--- src/pmcs_consts.svh ---
`ifndef PMCS_CONSTS_SVH
`define PMCS_CONSTS_SVH

// register byte offsets
`define PMCS_OFS_CTRL 8'h00
`define PMCS_OFS_CTRL2 8'h04
`define PMCS_OFS_TUNE 8'h08
`define PMCS_OFS_STATUS 8'h0c

// control register fields
`define PMCS_CTRL_IDLE_BIT 7
`define PMCS_CTRL_IFS_HI 6
`define PMCS_CTRL_IFS_LO 4
`define PMCS_CTRL_PRI_FLAG_BIT 3
`define PMCS_CTRL_HIGH_FLAG_BIT 2
`define PMCS_CTRL_CS_HI 1
`define PMCS_CTRL_CS_LO 0

// control register 2 fields
`define PMCS_CTRL2_SECONDARY_RUN_MODE_BIT 6
`define PMCS_CTRL2_MED_SEL_BIT 4
`define PMCS_CTRL2_FORCE_ON_BIT 3
`define PMCS_CTRL2_MED_FLAG_BIT 1

// tuning register field
`define PMCS_TUNE_INT_SRC_BIT 7

// status register fields
`define PMCS_STAT_STATE_HI 2
`define PMCS_STAT_STATE_LO 0
`define PMCS_STAT_SRC_HI 5
`define PMCS_STAT_SRC_LO 4

// reset values
`define PMCS_CS_RESET 2'h0
`define PMCS_IFS_RESET 3'h0
`define PMCS_IDLE_RESET 1'h0

// timing
`define PMCS_CLK_MHZ 125
`define PMCS_SWITCH_CYC 3
`define PMCS_INT_SETTLE_NS 1000
`define PMCS_INT_SETTLE_CYC ((`PMCS_INT_SETTLE_NS * `PMCS_CLK_MHZ + 999) / 1000)
`define PMCS_SETTLE_W 16

`endif

--- src/pmcs_pkg.sv ---
package pmcs_pkg;

    typedef enum logic [2:0] {
        PMCS_ST_RUN = 3'h0,
        PMCS_ST_SWITCH = 3'h1,
        PMCS_ST_IDLE = 3'h2,
        PMCS_ST_SLEEP = 3'h3,
        PMCS_ST_WAKE = 3'h4
    } pmcs_state_e;

    typedef enum logic [1:0] {
        PMCS_SRC_PRI = 2'h0,
        PMCS_SRC_SEC = 2'h1,
        PMCS_SRC_INT = 2'h2
    } pmcs_src_e;

endpackage : pmcs_pkg

--- src/pmcs_settle_timer.sv ---
`timescale 1ns/1ps
`include "pmcs_consts.svh"

module pmcs_settle_timer
    import pmcs_pkg::*;
(
    input wire logic clk,
    input wire logic reset_n,
    input wire logic clk_en,
    input wire logic enable,
    output logic stable
);

    localparam logic [`PMCS_SETTLE_W-1:0] SETTLE_CYC = `PMCS_SETTLE_W'(`PMCS_INT_SETTLE_CYC);

    logic [`PMCS_SETTLE_W-1:0] count_reg;
    logic [`PMCS_SETTLE_W-1:0] count_next;
    logic stable_next;
    wire done = (count_reg == SETTLE_CYC);

    // dropping the enable restarts the settle interval
    assign count_next = !enable ? '0 : (done ? count_reg : count_reg + `PMCS_SETTLE_W'(1));
    assign stable_next = enable && done;

    always_ff @(posedge clk)
    begin
        if (!reset_n)
        begin
            count_reg <= '0;
            stable <= 1'b0;
        end
        else if (clk_en)
        begin
            count_reg <= count_next;
            stable <= stable_next;
        end
    end

endmodule : pmcs_settle_timer

--- src/pmcs_power_mode_clock_select.sv ---
// Design decisions made here: the address map and the APB slave port.
`timescale 1ns/1ps
`include "pmcs_consts.svh"

// Summary of operation
// - clock-select write switches source when running
// - sleep with idle-select 0 stops clocks
// - sleep with idle-select 1 stops cpu only
// - idle-select sampled at sleep instruction
// - run modes clock cpu and peripherals
// - reset starts in primary run mode
// - select 01 gives secondary run, flags follow
// - secondary run waits for enable and ready
// - secondary to primary waits for primary ready
// - upper select bit gives internal run
// - internal frequency select changes take effect immediately
// - all-clear frequency select keeps output disabled while the tuning source-select bit is clear
// - stability flag set after settle interval
// - already stable output keeps flag set
// - internal to primary waits, then swaps flags
// - low-frequency source kept for watchdog/monitor
// - stability flags decoded from select bits
// - internal run entry/exit has switch delay
// - transition completes in few oscillator periods

module pmcs_power_mode_clock_select
    import pmcs_pkg::*;
(
    input wire logic clk,
    input wire logic reset_n,
    input wire logic clk_en,
    input wire logic [7:0] paddr,
    input wire logic psel,
    input wire logic penable,
    input wire logic pwrite,
    input wire logic [31:0] pwdata,
    output logic [31:0] prdata,
    output logic pready,
    output logic pslverr,
    input wire logic sleep_exec,
    input wire logic wake_event,
    input wire logic primary_osc_ready,
    input wire logic secondary_osc_ready,
    input wire logic timer_secondary_osc_enable,
    input wire logic watchdog_en,
    input wire logic fscm_en,
    output logic [1:0] sys_clk_src,
    output logic cpu_clk_en,
    output logic periph_clk_en,
    output logic primary_osc_en,
    output logic secondary_osc_en,
    output logic low_freq_osc_en,
    output logic internal_out_en,
    output logic [2:0] internal_freq_sel,
    output logic medium_osc_sel_out,
    output logic primary_ready_flag,
    output logic secondary_running_flag,
    output logic high_internal_stable_flag,
    output logic medium_internal_stable_flag,
    output logic [2:0] power_mode
);

    // target source encoded by the clock-select field
    function automatic pmcs_src_e src_of(input logic [1:0] cs);
        if (cs[1])
            return PMCS_SRC_INT;
        else if (cs[0])
            return PMCS_SRC_SEC;
        else
            return PMCS_SRC_PRI;
    endfunction : src_of

    localparam logic [2:0] SWITCH_CYC = 3'(`PMCS_SWITCH_CYC);

    // software-owned control bits
    logic idle_select_reg;
    logic [2:0] internal_freq_select_reg;
    logic [1:0] clock_select_reg;
    logic medium_osc_select_reg;
    logic secondary_osc_force_on_reg;
    logic internal_source_select_reg;

    // mode and source state
    pmcs_state_e state_reg;
    pmcs_state_e state_next;
    pmcs_src_e cur_src_reg;
    pmcs_src_e cur_src_next;
    pmcs_src_e pend_src_reg;
    pmcs_src_e pend_src_next;
    logic [2:0] switch_cnt_reg;
    logic [2:0] switch_cnt_next;
    logic pri_flag_reg;
    logic pri_flag_next;
    logic sec_flag_reg;
    logic sec_flag_next;
    logic stab_clr_reg;
    logic stab_clr_next;
    logic [31:0] rdata_next;

    // bus decode
    wire wr_en = psel && penable && pwrite;
    wire rd_setup = psel && !penable && !pwrite;
    wire hit_ctrl = (paddr == `PMCS_OFS_CTRL);
    wire hit_ctrl2 = (paddr == `PMCS_OFS_CTRL2);
    wire hit_tune = (paddr == `PMCS_OFS_TUNE);
    wire hit_status = (paddr == `PMCS_OFS_STATUS);
    wire hit_any = hit_ctrl || hit_ctrl2 || hit_tune || hit_status;
    wire wr_ctrl = wr_en && hit_ctrl;
    wire wr_ctrl2 = wr_en && hit_ctrl2;
    wire wr_tune = wr_en && hit_tune;

    // zero-wait slave; unmapped addresses answer with an error
    assign pready = 1'b1;
    assign pslverr = psel && penable && !hit_any;

    wire sec_enabled = secondary_osc_force_on_reg || timer_secondary_osc_enable;
    wire pmcs_src_e tgt_src = src_of(clock_select_reg);

    // target usable only when its source runs
    wire tgt_ok = (tgt_src == PMCS_SRC_INT) ||
                  ((tgt_src == PMCS_SRC_PRI) && primary_osc_ready) ||
                  ((tgt_src == PMCS_SRC_SEC) && sec_enabled && secondary_osc_ready);
    wire cur_ok = (cur_src_reg == PMCS_SRC_INT) ||
                  ((cur_src_reg == PMCS_SRC_PRI) && primary_osc_ready) ||
                  ((cur_src_reg == PMCS_SRC_SEC) && secondary_osc_ready);
    wire want_switch = (tgt_src != cur_src_reg) && tgt_ok;
    wire switch_done = (state_reg == PMCS_ST_SWITCH) && (switch_cnt_reg == 3'h1);

    // internal output enabled by any non-clear select
    wire int_enable = (internal_freq_select_reg != 3'h0) || internal_source_select_reg;
    wire int_stable;

    // sleep drops the output, so the flags clear and settle again on wake
    // settle interval before the stability flag
    pmcs_settle_timer u_settle
    (
        .clk(clk),
        .reset_n(reset_n),
        .clk_en(clk_en),
        .enable(internal_out_en),
        .stable(int_stable)
    );

    // mode sequencing
    always_comb
    begin
        state_next = state_reg;
        cur_src_next = cur_src_reg;
        pend_src_next = pend_src_reg;
        switch_cnt_next = switch_cnt_reg;
        unique case (state_reg)
            PMCS_ST_RUN, PMCS_ST_SWITCH:
            begin
                // idle-select read in the sleep cycle itself
                if (sleep_exec)
                begin
                    state_next = idle_select_reg ? PMCS_ST_IDLE : PMCS_ST_SLEEP;
                end
                else if (state_reg == PMCS_ST_RUN)
                begin
                    // every source change, internal included, pays the delay
                    if (want_switch)
                    begin
                        state_next = PMCS_ST_SWITCH;
                        pend_src_next = tgt_src;
                        switch_cnt_next = SWITCH_CYC;
                    end
                end
                else if (switch_done)
                begin
                    // old clock held until the delay ends, then one clean swap
                    // swap lands a fixed few periods after ready
                    state_next = PMCS_ST_RUN;
                    cur_src_next = pend_src_reg;
                    switch_cnt_next = 3'h0;
                end
                else
                begin
                    switch_cnt_next = switch_cnt_reg - 3'h1;
                end
            end
            PMCS_ST_IDLE:
            begin
                if (wake_event)
                    state_next = PMCS_ST_RUN;
            end
            PMCS_ST_SLEEP:
            begin
                if (wake_event)
                    state_next = PMCS_ST_WAKE;
            end
            PMCS_ST_WAKE:
            begin
                // clocks stay gated until the selected source is back
                if (cur_ok)
                    state_next = PMCS_ST_RUN;
            end
            default:
            begin
                state_next = PMCS_ST_RUN;
            end
        endcase
    end

    // sleep drops both ready flags; on wake only the primary flag waits for its source again
    // flags follow the source actually in use
    assign pri_flag_next = (cur_src_next == PMCS_SRC_PRI) && primary_osc_ready && (state_next != PMCS_ST_SLEEP);
    assign sec_flag_next = (cur_src_next == PMCS_SRC_SEC) && (state_next != PMCS_ST_SLEEP);

    // a switch end beats a write in the same cycle, so the clear is not lost
    // leaving internal run clears stability indication
    // no clear while internal run stays selected
    assign stab_clr_next = (switch_done && (cur_src_reg == PMCS_SRC_INT) && (pend_src_reg != PMCS_SRC_INT)) ? 1'b1 :
                           ((wr_ctrl || wr_ctrl2 || wr_tune || (cur_src_reg == PMCS_SRC_INT)) ? 1'b0 : stab_clr_reg);

    // read data captured in the setup cycle, shown in the access cycle
    always_comb
    begin
        rdata_next = 32'h0;
        if (hit_ctrl)
        begin
            rdata_next[`PMCS_CTRL_IDLE_BIT] = idle_select_reg;
            rdata_next[`PMCS_CTRL_IFS_HI:`PMCS_CTRL_IFS_LO] = internal_freq_select_reg;
            rdata_next[`PMCS_CTRL_PRI_FLAG_BIT] = pri_flag_reg;
            rdata_next[`PMCS_CTRL_HIGH_FLAG_BIT] = high_internal_stable_flag;
            rdata_next[`PMCS_CTRL_CS_HI:`PMCS_CTRL_CS_LO] = clock_select_reg;
        end
        else if (hit_ctrl2)
        begin
            rdata_next[`PMCS_CTRL2_SECONDARY_RUN_MODE_BIT] = sec_flag_reg;
            rdata_next[`PMCS_CTRL2_MED_SEL_BIT] = medium_osc_select_reg;
            rdata_next[`PMCS_CTRL2_FORCE_ON_BIT] = secondary_osc_force_on_reg;
            rdata_next[`PMCS_CTRL2_MED_FLAG_BIT] = medium_internal_stable_flag;
        end
        else if (hit_tune)
        begin
            rdata_next[`PMCS_TUNE_INT_SRC_BIT] = internal_source_select_reg;
        end
        else if (hit_status)
        begin
            rdata_next[`PMCS_STAT_STATE_HI:`PMCS_STAT_STATE_LO] = state_reg;
            rdata_next[`PMCS_STAT_SRC_HI:`PMCS_STAT_SRC_LO] = cur_src_reg;
        end
    end

    // software registers; flags and mode are read-only
    always_ff @(posedge clk)
    begin
        if (!reset_n)
        begin
            idle_select_reg <= `PMCS_IDLE_RESET;
            internal_freq_select_reg <= `PMCS_IFS_RESET;
            clock_select_reg <= `PMCS_CS_RESET;
            medium_osc_select_reg <= 1'b0;
            secondary_osc_force_on_reg <= 1'b0;
            internal_source_select_reg <= 1'b0;
            prdata <= 32'h0;
        end
        else if (clk_en)
        begin
            if (wr_ctrl)
            begin
                idle_select_reg <= pwdata[`PMCS_CTRL_IDLE_BIT];
                internal_freq_select_reg <= pwdata[`PMCS_CTRL_IFS_HI:`PMCS_CTRL_IFS_LO];
                clock_select_reg <= pwdata[`PMCS_CTRL_CS_HI:`PMCS_CTRL_CS_LO];
            end
            if (wr_ctrl2)
            begin
                medium_osc_select_reg <= pwdata[`PMCS_CTRL2_MED_SEL_BIT];
                secondary_osc_force_on_reg <= pwdata[`PMCS_CTRL2_FORCE_ON_BIT];
            end
            if (wr_tune)
                internal_source_select_reg <= pwdata[`PMCS_TUNE_INT_SRC_BIT];
            if (rd_setup)
                prdata <= rdata_next;
        end
    end

    // mode state
    always_ff @(posedge clk)
    begin
        if (!reset_n)
        begin
            state_reg <= PMCS_ST_RUN;
            cur_src_reg <= PMCS_SRC_PRI;
            pend_src_reg <= PMCS_SRC_PRI;
            switch_cnt_reg <= 3'h0;
            pri_flag_reg <= 1'b0;
            sec_flag_reg <= 1'b0;
            stab_clr_reg <= 1'b0;
        end
        else if (clk_en)
        begin
            state_reg <= state_next;
            cur_src_reg <= cur_src_next;
            pend_src_reg <= pend_src_next;
            switch_cnt_reg <= switch_cnt_next;
            pri_flag_reg <= pri_flag_next;
            sec_flag_reg <= sec_flag_next;
            stab_clr_reg <= stab_clr_next;
        end
    end

    // source select only moves at the end of a switch
    assign sys_clk_src = cur_src_reg;

    // run modes clock both cpu and peripherals
    assign cpu_clk_en = (state_reg == PMCS_ST_RUN) || (state_reg == PMCS_ST_SWITCH);
    assign periph_clk_en = cpu_clk_en || (state_reg == PMCS_ST_IDLE);

    // primary stops once another source has taken over
    assign primary_osc_en = (state_reg != PMCS_ST_SLEEP) &&
                            ((cur_src_reg == PMCS_SRC_PRI) || (tgt_src == PMCS_SRC_PRI));
    // secondary keeps running through sleep when enabled
    assign secondary_osc_en = sec_enabled;
    // watchdog or monitor keeps the low-frequency source alive
    assign low_freq_osc_en = watchdog_en || fscm_en ||
                             ((state_reg != PMCS_ST_SLEEP) && (cur_src_reg == PMCS_SRC_INT));
    // output stays off when all selects are clear
    assign internal_out_en = int_enable && (state_reg != PMCS_ST_SLEEP);
    // frequency select drives the postscaler directly
    assign internal_freq_sel = internal_freq_select_reg;
    assign medium_osc_sel_out = medium_osc_select_reg;

    assign primary_ready_flag = pri_flag_reg;
    assign secondary_running_flag = sec_flag_reg;

    // medium-select picks which flag reports stability
    assign high_internal_stable_flag = int_stable && !medium_osc_select_reg && !stab_clr_reg;
    assign medium_internal_stable_flag = int_stable && medium_osc_select_reg && !stab_clr_reg;

    assign power_mode = state_reg;

endmodule : pmcs_power_mode_clock_select

--- config.mk ---
export PLATFORM = sky130hd
export DESIGN_NAME = pmcs_power_mode_clock_select
export DESIGN_NICKNAME = d
export VERILOG_FILES = /design/src/pmcs_pkg.sv /design/src/pmcs_settle_timer.sv /design/src/pmcs_power_mode_clock_select.sv
export VERILOG_INCLUDE_DIRS = /design/src /design/src/src
export SDC_FILE = /design/constraint.sdc
export NUM_CORES = 1
export LEC_CHECK = 0
export BUFFER_PORTS_ARGS = -buffer_cell sky130_fd_sc_hd__buf_2
export CORE_MARGIN = 4
export CORE_UTILIZATION = 53
export CTS_BUF_LIST = sky130_fd_sc_hd__clkbuf_16
export DETAILED_ROUTE_END_ITERATION = 7
export PLACE_DENSITY_LB_ADDON = 0.12
export SETUP_SLACK_MARGIN = 0.05
export SKIP_LAST_GASP = 1
export SLEW_MARGIN = 20
export SYNTH_ARGS = -nofsm -noshare
export SYNTH_HDL_FRONTEND = slang
export SYNTH_SLANG_ARGS = --single-unit
--- constraint.sdc ---
create_clock -name clk -period 3.1 [get_ports clk]
set_clock_uncertainty 0.1 [all_clocks]
set_input_delay 0.465 -clock clk [delete_from_list [all_inputs] [get_ports clk]]
set_output_delay 0.465 -clock clk [all_outputs]
set_load 0.005 [all_outputs]
==> metrics <==
Achievable Freq=444 MHz; first-pass GRT wire length=10,500 um; hold path start=pwdata[0]; H-tree depth=2; setup TNS=0 ps; WL/cell=14.3 um; CTS buffer count=5; Max Transition Viols Final=0; setup violators final=0; synth warn=0; register share of total power=0.501; status=finished, final reports clean; Layout Nets=443; worst-path fanout max=12; Num Clock Sinks=47; initial antenna violation count=0; max cap viols=0; Critical Path Sink Type=register; fill count=458; Mapped Area=2740 um2; Die Area=6380 um2; Max VDD drop=296 uV; CTS tree=done; max reg flops=16; startpoint types=register; ys async rst share=0; Hold Vio Cnt, Final=0; syn_area_per_cell=8.10 um2; Die X-Extent=79.9 um; crit path kind=reg -> reg; Comb power frac=0.096; FF-to-FF Start=power_mode[2]; Switching Fraction=0.233; Leak=1.25 nW; routed wire length=6480 um; Vias/cell=5.35; Hold WC Path Type=in -> reg; setup repair bufs after CTS=0; Internal Power=0.947 mW; Initial Util=0.565; PD cells=400 nW/um2; initial DRC count=107; flops & latches, synth=47; # rows=25; Clock Latency Late Sink=280 ps; GRT Overall Usage=0.207; Final Wtd Congestion=0.796; Syn-to-layout area delta=12.8%; largest net degree at the start of global routing=36; Tmin final=2250 ps; CORE AREA=4850 um2; WP data required=3230 ps; ANT cells=0; WP data arrival=2380 ps; clock power share=0.403; Resize count post-CTS=0; Worst slew margin=0.539; # IOs=106; DR pass1 iterations=4; commonest non-fill, non-tap cell in the layout=buf_2; cells after synthesis=338; DP HPWL=4710 um; die height=79.9 um; Power Total=1.23 mW; layout cell share with drive strength beyond 1=0.208; Crit. Startpoint=power_mode[2]; unrepaired setup endpoints after global routing=no; CTS Hold Bufs=0; sequential share of the synthesized area=0.344; vias in the first global route=2,141; CTS clk-pin slew, worst paths=60 ps; Max Buffers Root-to-Sink=2; Post-synth EDFFs=0; antenna viol nets, final=0; slew at the pin with the worst max-slew slack=684 ps; CTS Root Cell=clkbuf_16; drt drc=0; Netlist cell types=58; IO Port Bufs=55; most frequent cells in the layout=buf_2 (55), dfxtp_1 (47), nand2_1 (34), conb_1 (25), nor2_1 (19); ys flop type=dfxtp_1; global route total overflow=0; Vias=2,419; final period utilization=0.727; sw power=0.288 mW
-- critical path, cell delays in order (launching register included) --
cell and delay [ps]:
dfxtp_1 560, and3b_1 290, nor2_2 300, o21ai_0 310
or4_1 570, nand2_1 70
-- through the flow --
stage | std cells | setup WS (ps) | hold WS [ps] | util | area [um2]
3_5_place_dp | 446 | 859 | 361 | 0.611 | 2960
5_1_grt | 452 | 699 | 351 | 0.637 | 3090
3_3_place_gp | 446 | 852 | 355 | 0.611 | 2960
4_1_cts | 452 | 836 | 333 | 0.637 | 3090
6_report | 452 | 847 | 336 | 0.637 | 3090
2_1_floorplan | 361 | 1130 | 337 | - | 2830
-- metal layers --
metal	up-vias	track usage	wire (um)
li1	1229	-	-
met1	1118	0.288	2930
met5	-	0	0
met3	5	0.0440	472
met2	67	0.326	3040
met4	0	0.0507	36
-- final cells by class --
class | instances | area [um2] | area share
multi-input combinational | 263 | 1590 | 0.513
sequential | 47 | 941 | 0.304
timing repair buffer | 61 | 320 | 0.104
clock buffer | 5 | 125 | 0.0405
tap | 67 | 83.8 | 0.0271
inverter | 8 | 30.0 | 0.00972
clock inverter | 1 | 3.75 | 0.00121
-- synth_stat cells (7+ instances only) --
library cell | n | area (um2)
dfxtp_1 | 47 | 941
nand2_1 | 34 | 128
buf_4 | 25 | 188
nor2_1 | 19 | 71.3
nor2b_1 | 18 | 113
a21oi_1 | 17 | 85.1
nand3_1 | 15 | 75.1
o21ai_0 | 14 | 70.1
clkbuf_1 | 11 | 41.3
mux2i_1 | 10 | 100
a21boi_0 | 9 | 67.6
nor3_1 | 9 | 45.0
nor4_1 | 7 | 43.8
-- final timing paths --
path / to / slack (ps) / cells past startpoint
worst min-delay path: clock_select_reg[0] / 340 / 3
worst max register to register: u_settle.count_reg[10] / 850 / 5
worst max-delay path: u_settle.count_reg[10] / 850 / 5
worst min register to register: switch_cnt_reg[1] / 370 / 2
-- power groups by stage --
stage          Clock [mW]  Combinational, mW  Sequential [mW]
4_1_cts             0.514              0.117            0.618
3_3_place_gp            0              0.115            0.631
5_1_grt             0.542              0.133            0.620
6_report            0.498              0.118            0.618
2_1_floorplan           0             0.0994            0.628
3_5_place_dp            0              0.117            0.632
-- logic make-up (layout without fill, tap and decap cells) --
family                   count (synthesis)  count (layout)  synth area share
AO/OA/AOI/OAI                           67              67             0.161
XOR/XNOR                                 9               9            0.0288
adder cells (fa/ha/maj)                  4               4            0.0183
buffers and inverters                   51              75             0.109
flip-flops                              47              47             0.344
multiplexers                            13              13            0.0489
other                                    2              25           0.00274
AND/OR/NAND/NOR                        145             145             0.288
No activity file was read; power rests on OpenSTA's default activity.
